File: config.mk
export PLATFORM = sky130hd
export DESIGN_NAME = rdcl_top
export DESIGN_NICKNAME = d
export VERILOG_FILES = /design/src/hw/rdcl_pkg.sv /design/src/hw/rdcl_sync.sv /design/src/hw/rdcl_ps_timer.sv /design/src/hw/rdcl_top.sv
export SDC_FILE = /design/constraint.sdc
export NUM_CORES = 1
export LEC_CHECK = 0
export BUFFER_PORTS_ARGS = -buffer_cell sky130_fd_sc_hd__buf_4
export CAP_MARGIN = 20
export CORE_UTILIZATION = 50
export DETAILED_ROUTE_END_ITERATION = 6
export GPL_ROUTABILITY_DRIVEN = 0
export PLACE_DENSITY = 0.69
export REMOVE_ABC_BUFFERS = 1
export SLEW_MARGIN = 15
export SYNTH_ARGS = -nofsm -noshare
export SYNTH_HDL_FRONTEND = slang
export SYNTH_SLANG_ARGS = --single-unit
File: constraint.sdc
create_clock -name CLK_IN -period 2.7 [get_ports CLK_IN]
set_input_delay 0.135 -clock CLK_IN [delete_from_list [all_inputs] [get_ports CLK_IN]]
set_output_delay 0.135 -clock CLK_IN [all_outputs]
set_load 0.01 [all_outputs]
File: src/hw/rdcl_pkg.sv
package rdcl_pkg;
  // Serial word layout
  localparam int RDCL_CH = 8;
  localparam int RDCL_WORD16 = 16;
  localparam int RDCL_ADDR_MSB = 15;
  localparam int RDCL_ADDR_LSB = 8;
  // Register addresses
  localparam logic [7:0] RDCL_ADDR_OUTCTL = 8'h00;
  localparam logic [7:0] RDCL_ADDR_PSCFG = 8'h01;
  // Reset values and power-save level codes
  localparam logic [7:0] RDCL_OUT_RST = 8'h00;
  localparam logic [2:0] RDCL_PS_RST = 3'h0;
  localparam logic [2:0] RDCL_PS_OFF = 3'h0;
  localparam logic [2:0] RDCL_PS_FIXED60 = 3'h2;
  // Power-save timing: delay per nF of capacitance, in us
  localparam int RDCL_PS_US_PER_NF = 32;
  localparam int RDCL_CLK_MHZ = 50;
  localparam int RDCL_PSR_MS = 3;
  localparam int RDCL_PSR_CYC = RDCL_PSR_MS * 1000 * RDCL_CLK_MHZ;
  // Interface variant
  typedef enum logic [1:0] {
    RDCL_MODE_SER8 = 2'h0,
    RDCL_MODE_SER16 = 2'h1,
    RDCL_MODE_PAR = 2'h3
  } rdcl_mode_e;
  // Serial pins after synchronising
  typedef struct packed {
    logic cs_n;
    logic sclk;
    logic din;
  } rdcl_ser_s;
  // Parallel pins after synchronising
  typedef struct packed {
    logic [2:0] addr;
    logic level;
  } rdcl_par_s;
endpackage

File: src/hw/rdcl_sync.sv
`timescale 1ns/1ns
// Two-stage synchroniser, one per bit
module rdcl_sync import rdcl_pkg::*; #(
  parameter int W = 1,
  parameter logic [W-1:0] RST_VAL = '0
) (
  input wire logic clk_in,
  input wire logic arst_n_in,
  input wire logic ce_in,
  input wire logic [W-1:0] d_in,
  output logic [W-1:0] q_out
);
  logic [W-1:0] meta_reg;
  // First stage feeds only the second
  always_ff @(posedge clk_in or negedge arst_n_in) begin
    if (!arst_n_in) begin
      meta_reg <= RST_VAL;
      q_out <= RST_VAL;
    end else if (ce_in) begin
      meta_reg <= d_in;
      q_out <= meta_reg;
    end
  end
endmodule

File: src/hw/rdcl_ps_timer.sv
`timescale 1ns/1ns
// Power-save charge timer and release counter
module rdcl_ps_timer import rdcl_pkg::*; #(
  parameter int DELAY_CYC = 8000,
  parameter int RELEASE_CYC = RDCL_PSR_CYC
) (
  input wire logic clk_in,
  input wire logic arst_n_in,
  input wire logic ce_in,
  input wire logic clear_in,
  input wire logic write_in,
  input wire logic pin_in,
  output logic active_out
);
  localparam int CW = $clog2((DELAY_CYC > RELEASE_CYC ? DELAY_CYC : RELEASE_CYC) + 1);
  logic [CW-1:0] charge_reg;
  logic [CW-1:0] low_reg;
  logic charging_reg;
  initial begin
    if (DELAY_CYC < 1 || RELEASE_CYC < 1) $error("rdcl_ps_timer: counts must be >= 1");
  end
  // Charge after each write; pin high then engages
  always_ff @(posedge clk_in or negedge arst_n_in) begin
    if (!arst_n_in) begin
      charge_reg <= '0;
      charging_reg <= 1'b0;
    end else if (ce_in) begin
      if (clear_in) begin
        charge_reg <= '0;
        charging_reg <= 1'b0;
      end else if (write_in) begin
        charge_reg <= '0;
        charging_reg <= 1'b1;
      end else if (charging_reg && charge_reg == CW'(DELAY_CYC - 1)) begin
        charging_reg <= 1'b0;
      end else if (charging_reg) begin
        charge_reg <= charge_reg + 1'b1;
      end
    end
  end
  // Pin low for release time cancels power save
  always_ff @(posedge clk_in or negedge arst_n_in) begin
    if (!arst_n_in) begin
      low_reg <= '0;
      active_out <= 1'b0;
    end else if (ce_in) begin
      if (clear_in) begin
        low_reg <= '0;
        active_out <= 1'b0;
      end else if (pin_in && !charging_reg) begin
        low_reg <= '0;
        active_out <= 1'b1;
      end else if (!pin_in && low_reg == CW'(RELEASE_CYC - 1)) begin
        active_out <= 1'b0;
      end else if (!pin_in) begin
        low_reg <= low_reg + 1'b1;
      end
    end
  end
endmodule

File: src/hw/rdcl_top.sv
`timescale 1ns/1ns
module rdcl_top import rdcl_pkg::*; #(
  parameter rdcl_mode_e MODE = RDCL_MODE_SER16,
  parameter int PS_CAP_NF = 100,
  parameter int PS_DELAY_CYC = RDCL_PS_US_PER_NF * PS_CAP_NF * RDCL_CLK_MHZ,
  parameter int PS_RELEASE_CYC = RDCL_PSR_CYC
) (
  // Clock, reset, enable
  input wire logic CLK_IN,
  input wire logic ARST_N_IN,
  input wire logic CE_IN,
  // Set and clear pins
  input wire logic CLEAR_N_IN,
  input wire logic SET_N_IN,
  // Serial port
  input wire logic CHIP_SELECT_N_IN,
  input wire logic SERIAL_CLOCK_IN,
  input wire logic SERIAL_IN_IN,
  output logic SERIAL_OUT_OUT,
  // Parallel port
  input wire logic ADDRESS_BIT_0_IN,
  input wire logic ADDRESS_BIT_1_IN,
  input wire logic ADDRESS_BIT_2_IN,
  input wire logic LEVEL_SELECT_IN,
  // Power save and thermal
  input wire logic POWER_SAVE_PIN_IN,
  input wire logic THERM_WARN_IN,
  input wire logic THERM_SHUT_IN,
  // Relay drivers, open drain
  output logic [RDCL_CH-1:0] RELAY_OUT_O_OUT,
  output logic [RDCL_CH-1:0] RELAY_OUT_OE_OUT,
  output logic [RDCL_CH-1:0] RELAY_SAVE_OUT,
  output logic [2:0] PS_LEVEL_OUT
);
  localparam int SW = (MODE == RDCL_MODE_SER8) ? RDCL_CH : RDCL_WORD16;

  initial begin
    if (PS_CAP_NF < 1 || PS_DELAY_CYC < 1 || PS_RELEASE_CYC < 1) $error("rdcl_top: bad timing parameter");
  end

  // Output index decode from a 3-bit address
  function automatic logic [RDCL_CH-1:0] one_hot(input logic [2:0] a);
    one_hot = 8'h01 << a;
  endfunction

  // Synchronised pins
  rdcl_ser_s ser;
  rdcl_par_s par;
  logic [1:0] ctl_s;
  logic [1:0] th_s;
  logic ps_pin_s;
  rdcl_sync #(.W(3), .RST_VAL(3'h4)) u_sync_ser (
    .clk_in(CLK_IN),
    .arst_n_in(ARST_N_IN),
    .ce_in(CE_IN),
    .d_in({CHIP_SELECT_N_IN, SERIAL_CLOCK_IN, SERIAL_IN_IN}),
    .q_out(ser)
  );
  rdcl_sync #(.W(4), .RST_VAL(4'h0)) u_sync_par (
    .clk_in(CLK_IN),
    .arst_n_in(ARST_N_IN),
    .ce_in(CE_IN),
    .d_in({ADDRESS_BIT_2_IN, ADDRESS_BIT_1_IN, ADDRESS_BIT_0_IN, LEVEL_SELECT_IN}),
    .q_out(par)
  );
  rdcl_sync #(.W(5), .RST_VAL(5'h18)) u_sync_ctl (
    .clk_in(CLK_IN),
    .arst_n_in(ARST_N_IN),
    .ce_in(CE_IN),
    .d_in({CLEAR_N_IN, SET_N_IN, THERM_WARN_IN, THERM_SHUT_IN, POWER_SAVE_PIN_IN}),
    .q_out({ctl_s, th_s, ps_pin_s})
  );

  // Set and clear qualifiers
  logic clear_act;
  logic set_act;
  assign clear_act = !ctl_s[1];
  assign set_act = ctl_s[1] && !ctl_s[0];

  // Edge detection on synchronised pins
  logic sclk_d_reg;
  logic cs_d_reg;
  always_ff @(posedge CLK_IN or negedge ARST_N_IN) begin
    if (!ARST_N_IN) begin
      sclk_d_reg <= 1'b0;
      cs_d_reg <= 1'b1;
    end else if (CE_IN) begin
      sclk_d_reg <= ser.sclk;
      cs_d_reg <= ser.cs_n;
    end
  end
  logic sclk_rise;
  logic sclk_fall;
  logic cs_rise;
  logic cs_fall;
  assign sclk_rise = ser.sclk && !sclk_d_reg;
  assign sclk_fall = !ser.sclk && sclk_d_reg;
  assign cs_rise = ser.cs_n && !cs_d_reg;
  assign cs_fall = !ser.cs_n && cs_d_reg;

  // Serial shift register, MSB first
  logic [SW-1:0] shift_reg;
  always_ff @(posedge CLK_IN or negedge ARST_N_IN) begin
    if (!ARST_N_IN) begin
      shift_reg <= '0;
    end else if (CE_IN) begin
      if (clear_act) begin
        shift_reg <= '0;
      end else if (set_act) begin
        shift_reg <= '1;
      end else if (!ser.cs_n && sclk_rise) begin
        shift_reg <= {shift_reg[SW-2:0], ser.din};
      end
    end
  end

  // Serial out changes on falling clock, while deselected, or on set or clear
  always_ff @(posedge CLK_IN or negedge ARST_N_IN) begin
    if (!ARST_N_IN) begin
      SERIAL_OUT_OUT <= 1'b0;
    end else if (CE_IN) begin
      if (clear_act || set_act || ser.cs_n || sclk_fall) begin
        SERIAL_OUT_OUT <= shift_reg[SW-1];
      end
    end
  end

  // Parallel address held from select falling edge
  logic [2:0] par_addr_reg;
  always_ff @(posedge CLK_IN or negedge ARST_N_IN) begin
    if (!ARST_N_IN) begin
      par_addr_reg <= '0;
    end else if (CE_IN) begin
      if (clear_act) begin
        par_addr_reg <= '0;
      end else if (set_act) begin
        par_addr_reg <= '1;
      end else if (cs_fall) begin
        par_addr_reg <= par.addr;
      end
    end
  end

  // Write strobes decoded at select rising edge
  logic wr_out;
  logic wr_ps;
  logic [7:0] ser_addr;
  logic [7:0] ser_data;
  assign ser_addr = (MODE == RDCL_MODE_SER16) ? shift_reg[SW-1 -: 8] : RDCL_ADDR_OUTCTL;
  assign ser_data = shift_reg[7:0];
  assign wr_out = cs_rise && !clear_act && !set_act && ser_addr == RDCL_ADDR_OUTCTL;
  assign wr_ps = cs_rise && !clear_act && !set_act && MODE == RDCL_MODE_SER16
    && ser_addr == RDCL_ADDR_PSCFG;

  // Output control register
  logic [RDCL_CH-1:0] outctl_reg;
  logic [RDCL_CH-1:0] par_sel;
  assign par_sel = one_hot(par_addr_reg);
  always_ff @(posedge CLK_IN or negedge ARST_N_IN) begin
    if (!ARST_N_IN) begin
      outctl_reg <= RDCL_OUT_RST;
    end else if (CE_IN) begin
      if (clear_act) begin
        outctl_reg <= RDCL_OUT_RST;
      end else if (set_act) begin
        outctl_reg <= '1;
      end else if (wr_out && MODE == RDCL_MODE_PAR) begin
        // Only the addressed output moves
        outctl_reg <= par.level ? (outctl_reg | par_sel) : (outctl_reg & ~par_sel);
      end else if (wr_out) begin
        outctl_reg <= ser_data;
      end
    end
  end

  // Power-save configuration register
  logic [2:0] pscfg_reg;
  always_ff @(posedge CLK_IN or negedge ARST_N_IN) begin
    if (!ARST_N_IN) begin
      pscfg_reg <= RDCL_PS_RST;
    end else if (CE_IN) begin
      if (clear_act) begin
        pscfg_reg <= RDCL_PS_RST;
      end else if (set_act) begin
        pscfg_reg <= '1;
      end else if (wr_ps) begin
        pscfg_reg <= ser_data[2:0];
      end
    end
  end

  // Power-save timing
  logic ps_active;
  rdcl_ps_timer #(.DELAY_CYC(PS_DELAY_CYC), .RELEASE_CYC(PS_RELEASE_CYC)) u_ps_timer (
    .clk_in(CLK_IN),
    .arst_n_in(ARST_N_IN),
    .ce_in(CE_IN),
    .clear_in(clear_act || th_s[1]),
    .write_in(wr_out),
    .pin_in(ps_pin_s),
    .active_out(ps_active)
  );

  // Effective level: config in 16-bit serial, off in 8-bit serial, fixed in parallel
  logic [2:0] ps_level;
  always_comb begin
    if (MODE == RDCL_MODE_PAR) begin
      ps_level = RDCL_PS_FIXED60;
    end else if (MODE == RDCL_MODE_SER16) begin
      ps_level = pscfg_reg;
    end else begin
      ps_level = RDCL_PS_OFF;
    end
  end

  // Relay drive outputs, registered
  logic ps_on;
  assign ps_on = ps_active && ps_level != RDCL_PS_OFF && !th_s[1];
  always_ff @(posedge CLK_IN or negedge ARST_N_IN) begin
    if (!ARST_N_IN) begin
      RELAY_OUT_OE_OUT <= '0;
      RELAY_SAVE_OUT <= '0;
      PS_LEVEL_OUT <= RDCL_PS_OFF;
    end else if (CE_IN) begin
      if (th_s[0]) begin
        RELAY_OUT_OE_OUT <= '0;
        RELAY_SAVE_OUT <= '0;
      end else begin
        RELAY_OUT_OE_OUT <= outctl_reg;
        RELAY_SAVE_OUT <= ps_on ? outctl_reg : '0;
      end
      PS_LEVEL_OUT <= ps_on ? ps_level : RDCL_PS_OFF;
    end
  end
  // Open drain pulls low when enabled
  assign RELAY_OUT_O_OUT = '0;
endmodule

After elaboration in Yosys (flattened, before gate mapping)
Cells that the tools add are included.
{"block": "totals", "ff_bits": 103, "word_cells": 96, "inputBits": 15}
{"block": "op_classes", "n_mux": 27, "eq_ne": 9, "addsub": 2, "n_reduce_logical": 41}
{"operator": "$mux 18", "count": 8}
{"operator": "$mux 16", "count": 3}
{"operator": "$mux 8", "count": 6}
{"operator": "$add 18x1->18 const B", "count": 2}
{"operator": "$eq 18x18->1 const B", "count": 2}
{"operator": "$logic_and 1x1->1", "count": 14}
{"operator": "$mux 3", "count": 4}
{"operator": "$reduce_and 2->1", "count": 6}
{"operator": "$reduce_bool 3->1", "count": 4}
{"operator": "$logic_not 1->1", "count": 10}
{"operator": "$ne 3x1->1 const B", "count": 3}
{"operator": "$eq 8x1->1 const B", "count": 1}
{"operator": "$logic_not 8->1", "count": 1}
{"operator": "$mux 1", "count": 6}
{"operator": "$ne 3x3->1 const B", "count": 2}
{"operator": "$reduce_and 3->1", "count": 2}
{"operator": "$logic_or 1x1->1", "count": 4}
{"operator": "$ne 3x2->1 const B", "count": 1}

Depth between registers and ports, before layout
Gate-level depths: netlist of the first run.
{"block": "depth", "word_depth": 8, "mapped_depth": 7}

Modules after synthesis
Synthesis of the first run repeated with hierarchy kept, for this count alone.
{"block": "hier_totals", "cells_unflattened": 509, "hier_area_um2": 5159.9}
{"module": "rdcl_ps_timer", "cells_each": 271, "area_per_inst_um2": 2293.4, "seq_area_each_um2": 950.9, "instances": 1}
{"module": "rdcl_top", "cells_each": 204, "area_per_inst_um2": 2195.9, "seq_area_each_um2": 1227.4, "instances": 1}
{"module": "rdcl_sync (u_sync_ctl)", "cells_each": 21, "area_per_inst_um2": 416.6, "seq_area_each_um2": 255.2, "instances": 1}
{"module": "rdcl_sync (u_sync_ser)", "cells_each": 13, "area_per_inst_um2": 254.0, "seq_area_each_um2": 152.6, "instances": 1}

Worst setup path after synthesis of the first run
No wires, ideal clock.
{"block": "synth_timing", "kind": "reg2reg", "startpoint": "register shift_reg[12]", "endpoint": "register u_ps_timer.charge_reg[17]", "n_path_buf": 0, "arrival_ns": 1.942, "stages_incl_launch_ff": 6, "setup_slack_ns": 0.634, "period_less_slack_ns": 2.066, "path_cell_list": "dfrtp_1 -> or4_4 -> or4_4 -> a21oi_4 -> nor2b_1 -> mux2_2"}
{"block": "synth_via", "elab_chain_cells": 4, "elab_cells_between_ends": 7, "cone_classes": "eq/ne (1); mux (2); reduce/logical (4)"}
{"item": "start, declared", "line_no": "rdcl_top.sv:102", "source": "logic [SW-1:0] shift_reg;"}
{"item": "start signal, assigned", "line_no": "rdcl_top.sv:112", "source": "shift_reg <= {shift_reg[SW-2:0], ser.din};"}
{"item": "$logic_not 8->1 *", "line_no": "rdcl_top.sv:151", "source": "assign wr_out = cs_rise && !clear_act && !set_act && ser_addr == RDCL_ADDR_OUTCTL;"}
{"item": "$logic_and 1x1->1 *", "line_no": "rdcl_top.sv:151"}
{"item": "$ne 3x1->1 (no source line), or another cell as far along"}
{"item": "$reduce_and 3->1 (no source line) / $mux 18 (equally long branches)"}
{"item": "end signal, assigned", "line_no": "rdcl_ps_timer.sv:37", "source": "charge_reg <= charge_reg + 1'b1;"}
{"item": "end, declared", "line_no": "rdcl_ps_timer.sv:16", "source": "logic [CW-1:0] charge_reg;"}
Mark *: on every way between the ends. The rest lies on a longest branch, timed or not.
A chain may end at the register's enable or synchronous reset.

Worst setup path in the final report of the first run
{"block": "layout_timing", "startpoint": "register shift_reg[12]", "endpoint": "register u_ps_timer.charge_reg[14]"}
The elaborated chain is that of the path after synthesis.

==> impl_metrics.yaml, run 1 <==
logic_synthesis:
  avgSynthCellArea_um2: 10.0
  yosysSeqAreaShare_pct: 53.5
  synth_edf_count: 0
  yosysWarnings: 0
  async_flop_share_pct: 100
  yosys.area.top_type: "dfrtp_1"
  synth_area_leaders: "dfrtp_1, o21ai_0, mux2_2, nand2_1, dfstp_2"
  syn_inst: 483
  yosysUniqueCellTypes: 52
  syn_area_um2: 4830
  yosys.area.top_type_share_pct: 49.7
  synth_ff_type: "dfrtp_1"
  ys_seq_elements: 103
finish:
  diodes: 0
  drive_gt1_share_pct: 17.0
  fin_util_pct: 58.6
  final_cell_mix: "dfrtp_1, o21ai_0, nand2_1"
  instances_no_fill: 653
  final_nets: 536
  final_common_cell: "dfrtp_1"
  fill_cells: 827
  area_delta_synth_final_pct: 12.6
route:
  drtAntennaViolNets: 0
  post_drt_wl_per_cell_um: 14.5
  drtIter0Drc: 219
  routed_wl_um: 9480
  vias: 3661
  dr.pass1.iters: 4
  remaining_drc_errors: 0
  via_per_inst: 5.61
sta:
  finalCritPeriodShare_pct: 83.5
  rsz0062_at_grt: "no"
  final.setup.worst_slack_ps: 444
  fin_crit_ps: 2260
  tightest_slew_ps: 908
  hold_viol: 0
  slew_viol_final: 0
  clock_skew_ps: 20.9
  finalSetupTns_ps: 0
  fmax_mhz: 443
  setup_viol: 0
  relSlewSlack_pct: 39.0
floorplanning:
  die-area_um2: 10100
  placementRows: 35
  initial_core_util_pct: 52.0
  die_w_um: 100
  io_pins: 43
  die_h_um: 100
  core_area_um2: 9280
placement:
  dp_hpwl_um: 6380
  place_inst: 628
  place_ws_ps: 495
  io_buffers: 30
cts:
  cts.sinks: 103
  clock_latency_ps: 380
  post_cts_resized: 0
  cts_hold_buf: 8
  cts_tree: "done"
  numCtsBuffers: 9
  postCtsSetupBuffers: 0
  clk_pin_slew_ps: 100
  clk_path_buf_depth: 2
  htree_levels: 3
  cts-root-buf: "clkbuf_8"
critical_path:
  path_max_fanout: 6
  critPathKind: "register to register"
  cp_num_buf_inv: 0
  cp_slowest_cell: "nor4_1"
  critPathRequiredTime_ps: 2950
  startpoint_type: "register"
  cpLargestDelayFamily: "simple AND/OR/NAND/NOR gates"
  crit_chain: "or4_4, nor4_1, nor2_1, a31oi_1, o21ai_0"
  max_stage_delay_ps: 580
  critical_path.endpoint_type: "register"
  arrival_ps: 2510
global_route:
  grt_max_degree: 104
  grt_util_all_layers_pct: 20.6
  grt_pass1_vias: 3534
  antenna_found_initial: 0
  grt-ovfl-total: 0
  grt_pass1_wl_um: 16500
worst_hold_path:
  hold_class: "input pin to register"
flow_run:
  drv_cap: 0
power:
  vdd_ir_drop_max_uv: 505
  p_leak_nw: 2.31
  powerDensity_nw_per_um2: 600
outcome:
  run_status: "finished clean"
[stage by stage]
step,power [W],instance area [µm²],hold slack [ps]
floorplan,0.00215,4710,-161
global placement,0.00235,5160,248
detailed placement,0.00237,5160,246
CTS,0.00331,5430,3.67
global route,0.00345,5440,8.80
finish,0.00326,5440,18.1
[area by class of cell]
cell class,count,area [µm²],share of cell area (%)
tap,129,161,2.97
multi-input combinational,339,2050,37.7
sequential,103,2590,47.5
timing repair buffer,46,378,6.94
inverter,20,75.1,1.38
clock buffer,11,151,2.78
clock inverter,5,38.8,0.713
[power by group]
group	switching (W)	internal [W]
logic	0.000265	0.000208
registers	0.000142	0.00173
clock network	0.000530	0.000392
total	0.000937	0.00233
[Yosys cell counts (7+ instances only)]
cell type,instances
nor3_1,9
nand2_1,53
dfstp_2,7
dfrtp_1,96
or3_1,7
clkbuf_1,16
nor2_1,29
buf_4,8
nand4_1,13
mux2_2,18
o21ai_0,65
nand3_1,14
a21oi_1,17
xnor2_1,14
nand3b_1,9
inv_1,20
a22o_1,9
[kinds of logic after synthesis]
| kind of cell | Yosys count | share of synthesized area [%] |
|---|---|---|
| other | 1 | 0.0776 |
| muxes | 19 | 4.40 |
| adders and majority gates | 2 | 0.518 |
| and+or+nand+nor | 175 | 19.3 |
| buffers and inverters | 48 | 4.58 |
| AOI/OAI and AO/OA | 118 | 14.6 |
| xor gates and xnor gates | 17 | 3.08 |
| DFF | 103 | 53.5 |
[worst reg2reg max path: stages, from the launching register on]
cell	delay [ps]
dfrtp_1	410
or4_4	570
nor4_1	580
nor2_1	240
a31oi_1	230
o21ai_0	110
[routing by layer]
layer / GRT usage [%] / vias up / routed length (µm)
met2: 33.9 / 84 / 4620
met3: 4.39 / 16 / 369
met1: 27.4 / 1796 / 4370
met4: 6.47 / 0 / 116
li1: - / 1765 / -
met5: 0 / - / 0
[path summary, 6_finish.rpt]
| kind | start | to | slack [ps] | cells past startpoint |
|---|---|---|---|---|
| setup / recovery | shift_reg[12]$_DFFE_PN0P_ | u_ps_timer.charge_reg[14]$_DFFE_PN0P_ | 440 | 5 |
| hold reg to reg | shift_reg[7]$_DFFE_PN0P_ | shift_reg[7]$_DFFE_PN0P_ | 480 | 2 |
| setup reg to reg | shift_reg[12]$_DFFE_PN0P_ | u_ps_timer.charge_reg[14]$_DFFE_PN0P_ | 440 | 5 |
| max in group asynchronous | ARST_N_IN | u_sync_ctl.q_out[4]$_DFFE_PN1P_ | 1920 | 3 |
| hold / removal | THERM_WARN_IN | u_sync_ctl.meta_reg[2]$_DFFE_PN0P_ | 20 | 2 |
| min in group asynchronous | ARST_N_IN | u_ps_timer.charge_reg[11]$_DFFE_PN0P_ | 320 | 3 |
Note: power is estimated with default switching activity, not from simulation.
==> run 2: changes to the inputs <==
--- a/config.mk
+++ b/config.mk
@@ -10,7 +10,7 @@
 export CORE_UTILIZATION = 50
 export DETAILED_ROUTE_END_ITERATION = 6
 export GPL_ROUTABILITY_DRIVEN = 0
-export PLACE_DENSITY = 0.69
+export PLACE_DENSITY = 0.71
 export REMOVE_ABC_BUFFERS = 1
 export SLEW_MARGIN = 15
 export SYNTH_ARGS = -nofsm -noshare
==> constraint.sdc (replaced) <==
create_clock -name CLK_IN -period 1.85 [get_ports CLK_IN]
set_input_delay 0.0925 -clock CLK_IN [delete_from_list [all_inputs] [get_ports CLK_IN]]
set_output_delay 0.0925 -clock CLK_IN [all_outputs]
set_load 0.01 [all_outputs]
==> impl_metrics.yaml, run 2 (synthesis results as in run 1) <==
power:
  swShare_pct: 29.9
  p_leak_nw: 2.68
  vdd_ir_drop_max_uv: 593
  p_comb_share_pct: 19.0
  total_power_w: 0.00524
  powerDensity_nw_per_um2: 849
  share_seq_of_total_power_pct: 51.7
  cell_internal_pwr_w: 0.00367
  clockPowerShare_pct: 29.3
  netSwitchingPower_w: 0.00157
critical_path:
  path_max_fanout: 3
  critical_path.endpoint_type: "register"
  arrival_ps: 2310
  critPathRequiredTime_ps: 2110
  critPathKind: "register to register"
  reg2reg_depth: 5
  startpoint_type: "register"
sta:
  hold_viol: 0
  hold_ws_ps: 78.4
  final.setup.worst_slack_ps: -200
  clock_skew_ps: 10.6
  relSlewSlack_pct: 61.6
  setup_viol: 26
  finalCritPeriodShare_pct: 111
  finalSetupTns_ps: -3350
  tightest_slew_ps: 561
  fmax_mhz: 488
  fin_crit_ps: 2050
  slew_viol_final: 0
  rsz0062_at_grt: "yes"
finish:
  diodes: 0
  final_cell_mix: "dfrtp_1, buf_4, o21ai_0"
  instances_no_fill: 715
  final_common_cell: "dfrtp_1"
  fill_cells: 723
  area_delta_synth_final_pct: 27.7
  drive_gt1_share_pct: 30.2
  final_nets: 598
cts:
  clock_latency_ps: 370
  cts.sinks: 103
  numCtsBuffers: 9
  cts-root-buf: "clkbuf_8"
  clk_path_buf_depth: 2
  htree_levels: 3
  clk_pin_slew_ps: 110
  cts_tree: "done"
floorplanning:
  io_pins: 43
  initial_core_util_pct: 52.0
  die_h_um: 100
  placementRows: 35
  die-area_um2: 10100
  core_area_um2: 9280
  die_w_um: 100
global_route:
  grt_pass1_wl_um: 18400
  grt_max_degree: 38
  antenna_found_initial: 0
  grt_util_all_layers_pct: 23.0
  grt_pass1_vias: 3915
  grt-ovfl-total: 0
worst_hold_path:
  hold_class: "input pin to register"
  hold_depth: 2
route:
  vias: 3961
  dr.pass1.iters: 4
  remaining_drc_errors: 0
  drtIter0Drc: 205
  routed_wl_um: 11000
  via_per_inst: 5.54
  post_drt_wl_per_cell_um: 15.4
  drtAntennaViolNets: 0
flow_run:
  drv_cap: 0
placement:
  dp_hpwl_um: 7250
  place_inst: 679
  io_buffers: 30
outcome:
  violations: "negative setup slack"
  run_status: "finished with violations"
run 2: power groups by stage:
stage / Clock, W / Combinational [W] / Sequential [W]
finish: 0.00154 / 0.000995 / 0.00271
floorplan: 0 / 0.000400 / 0.00273
global route: 0.00167 / 0.00111 / 0.00274
global placement: 0 / 0.000839 / 0.00273
CTS: 0.00158 / 0.000951 / 0.00270
detailed placement: 0 / 0.000863 / 0.00274
run 2: critical path, cell delays in order (launching register included):
cell and delay [ps]:
dfrtp_1 410, or4_4 540, or4_4 520, a21oi_4 160, nor2_1 50, mux2_4 260
run 2: path summary, 6_finish.rpt:
path / start / end / slack, ps
max: shift_reg[9]$_DFFE_PN0P_ / u_ps_timer.charge_reg[17]$_DFFE_PN0P_ / -200
min: CE_IN / u_ps_timer.charge_reg[5]$_DFFE_PN0P_ / 80
max reg2reg: shift_reg[9]$_DFFE_PN0P_ / u_ps_timer.charge_reg[17]$_DFFE_PN0P_ / -200
min reg2reg: shift_reg[1]$_DFFE_PN0P_ / shift_reg[1]$_DFFE_PN0P_ / 490
max in group asynchronous: ARST_N_IN / u_ps_timer.low_reg[14]$_DFFE_PN0P_ / 1060
min in group asynchronous: ARST_N_IN / u_ps_timer.charge_reg[11]$_DFFE_PN0P_ / 230
run 2: cell type report:
type	count	area, µm²	area share, %
inverter	20	75.1	1.22
timing repair buffer	107	880	14.3
clock inverter	7	101	1.64
tap	129	161	2.62
sequential	103	2590	41.9
multi-input combinational	340	2240	36.4
clock buffer	9	124	2.01
run 2: timing repair:
action / in CTS / in global routing
endpoints found under the hold margin: 36 / 0
hold buffers: 9 / 0
buffers inserted: 4 / 4
pin swaps: 7 / 14
resized for setup: 25 / 29
endpoints found under the setup margin: 41 / 40
cloned: 1 / 2
run 2: metal layers:
layer / track usage, % / vias to the layer above / share of wire, %
met2: 39.3 / 67 / 51
met4: 5.02 / 0 / 1.1
met5: 0 / - / 0
li1: - / 1904 / -
met1: 30.4 / 1974 / 45
met3: 4.53 / 16 / 2.9
run 2: per-stage QoR:
stage / utilization (%) / cell area, µm² / setup slack, ps
after detailed placement: 60.0 / 5570 / -224
after CTS: 65.0 / 6030 / -196
after global routing: 66.5 / 6170 / -265
after global placement: 60.0 / 5570 / -216
after floorplan: - / 4710 / -853
final: 66.5 / 6170 / -200
==> run 3: changes to the inputs <==
--- a/config.mk
+++ b/config.mk
@@ -7,10 +7,11 @@
 export LEC_CHECK = 0
 export BUFFER_PORTS_ARGS = -buffer_cell sky130_fd_sc_hd__buf_4
 export CAP_MARGIN = 20
-export CORE_UTILIZATION = 50
+export CORE_ASPECT_RATIO = 1.4
+export CORE_UTILIZATION = 45
 export DETAILED_ROUTE_END_ITERATION = 6
 export GPL_ROUTABILITY_DRIVEN = 0
-export PLACE_DENSITY = 0.71
+export PLACE_DENSITY = 0.65
 export REMOVE_ABC_BUFFERS = 1
 export SLEW_MARGIN = 15
 export SYNTH_ARGS = -nofsm -noshare
==> constraint.sdc (replaced) <==
create_clock -name CLK_IN -period 1.8 [get_ports CLK_IN]
set_input_delay 0.09 -clock CLK_IN [delete_from_list [all_inputs] [get_ports CLK_IN]]
set_output_delay 0.09 -clock CLK_IN [all_outputs]
set_load 0.01 [all_outputs]
==> impl_metrics.yaml, run 3 (synthesis results as in run 1) <==
outcome:
  run_status: "finished with violations"
  violations: "negative setup slack"
floorplanning:
  core_area_um2: 10400
  placementRows: 44
  io_pins: 43
  initial_core_util_pct: 46.4
  die-area_um2: 11200
  die_w_um: 89.6
  die_h_um: 125
critical_path:
  critPathKind: "register to register"
  reg2reg_depth: 6
  path_max_fanout: 5
  arrival_ps: 2290
  r2r_slack_ps: -260
  startpoint_type: "register"
  r2r-start: "cs_d_reg$_DFFE_PN1P_"
  critical_path.endpoint_type: "register"
  r2r-end: "u_ps_timer.charge_reg[8]$_DFFE_PN0P_"
  critPathRequiredTime_ps: 2030
sta:
  setup_viol: 34
  fin_crit_ps: 2060
  rsz0062_at_grt: "yes"
  hold_viol: 0
  tightest_slew_ps: 605
  clock_skew_ps: 8.40
  finalCritPeriodShare_pct: 115
  hold_ws_ps: 115
  final.setup.worst_slack_ps: -264
  fmax_mhz: 485
  slew_viol_final: 0
  relSlewSlack_pct: 58.6
finish:
  final_nets: 611
  instances_no_fill: 737
  area_delta_synth_final_pct: 32.2
  drive_gt1_share_pct: 32.6
  final_cell_mix: "buf_4, dfrtp_1, nand2_1"
  diodes: 0
  fill_cells: 867
  final_common_cell: "buf_4"
route:
  drtIter0Drc: 164
  via_per_inst: 5.41
  drtAntennaViolNets: 0
  remaining_drc_errors: 0
  routed_wl_um: 11400
  post_drt_wl_per_cell_um: 15.5
  vias: 3987
  dr.pass1.iters: 4
global_route:
  grt_pass1_vias: 4153
  antenna_found_initial: 0
  grt_pass1_wl_um: 19100
  grt-ovfl-total: 0
  grt_util_all_layers_pct: 22.0
  grt_max_degree: 67
power:
  vdd_ir_drop_max_uv: 541
  p_leak_nw: 2.82
  powerDensity_nw_per_um2: 894
cts:
  clk_pin_slew_ps: 70
  cts.sinks: 103
  cts_tree: "done"
  clock_latency_ps: 350
  clk_path_buf_depth: 2
  numCtsBuffers: 9
  cts-root-buf: "clkbuf_16"
  htree_levels: 3
placement:
  dp_hpwl_um: 7730
  place_inst: 700
  io_buffers: 30
worst_hold_path:
  min-delay-start: "CE_IN"
  hold_depth: 3
  whs_endpoint: "PS_LEVEL_OUT[1]$_DFFE_PN0P_"
  hold_class: "input pin to register"
flow_run:
  drv_cap: 0
-- run 3: layout make-up --
cell class / instances / area [µm²] / area share (%)
clock buffers: 9 / 225 / 3.52
flip-flops and latches: 103 / 2590 / 40.5
well taps: 138 / 173 / 2.70
inverters: 20 / 75.1 / 1.17
multi-input cells: 340 / 2290 / 35.9
repair buffers: 120 / 981 / 15.4
clock inverters: 7 / 56.3 / 0.881
-- run 3: metal layers --
| layer | track usage [%] | up-vias | share of wire (%) |
|---|---|---|---|
| li1 | - | 1937 | - |
| met1 | 26.9 | 1962 | 41 |
| met2 | 38.1 | 64 | 54 |
| met3 | 4.11 | 24 | 2.5 |
| met4 | 7.28 | 0 | 2.3 |
| met5 | 0 | - | 0 |
-- run 3: where the power goes --
group | internal [W] | total [W] | switching [W]
sequential | 0.00259 | 0.00278 | 0.000184
combinational | 0.000522 | 0.00108 | 0.000554
clock | 0.000956 | 0.00186 | 0.000903
-- run 3: critical path: stages (launching register included) --
cell and delay, ps:
dfstp_2 370, or4_4 530, or4_4 550, a21oi_4 180, buf_4 140, buf_6 110
o22ai_1 70
-- run 3: worst max path at each step --
stage                                               start                                    end  slack [ps]  cells after the start
after floorplan           u_sync_ctl.q_out[4]$_DFFE_PN1P_               shift_reg[0]$_DFFE_PN0P_        -900                      3
after global placement          shift_reg[12]$_DFFE_PN0P_  u_ps_timer.charge_reg[17]$_DFFE_PN0P_        -250                      5
after detailed placement        shift_reg[12]$_DFFE_PN0P_  u_ps_timer.charge_reg[17]$_DFFE_PN0P_        -290                      5
after CTS                            cs_d_reg$_DFFE_PN1P_  u_ps_timer.charge_reg[17]$_DFFE_PN0P_        -250                      5
after global routing             shift_reg[9]$_DFFE_PN0P_   u_ps_timer.charge_reg[8]$_DFFE_PN0P_        -320                      6
final                                cs_d_reg$_DFFE_PN1P_   u_ps_timer.charge_reg[8]$_DFFE_PN0P_        -260                      6
-- run 3: through the flow --
stage,worst slack (ps),total power [W],cell area (µm²),util (%),setup TNS [ps]
2_1_floorplan,-903,0.00322,4710,-,-17730
3_3_place_gp,-254,0.00370,5670,54.5,-5820
3_5_place_dp,-291,0.00374,5670,54.5,-6700
4_1_cts,-253,0.00571,6280,60.3,-3850
5_1_grt,-319,0.00598,6390,61.4,-7500
6_report,-264,0.00571,6390,61.4,-4480
-- run 3: timing repair --
item,4_1_cts,5_1_grt
pin swaps,13,23
gates cloned,4,0
hold endpoints to repair,111,0
gates resized for setup,39,32
hold buffers,9,0
setup buffers,6,3
setup endpoints to repair,41,39
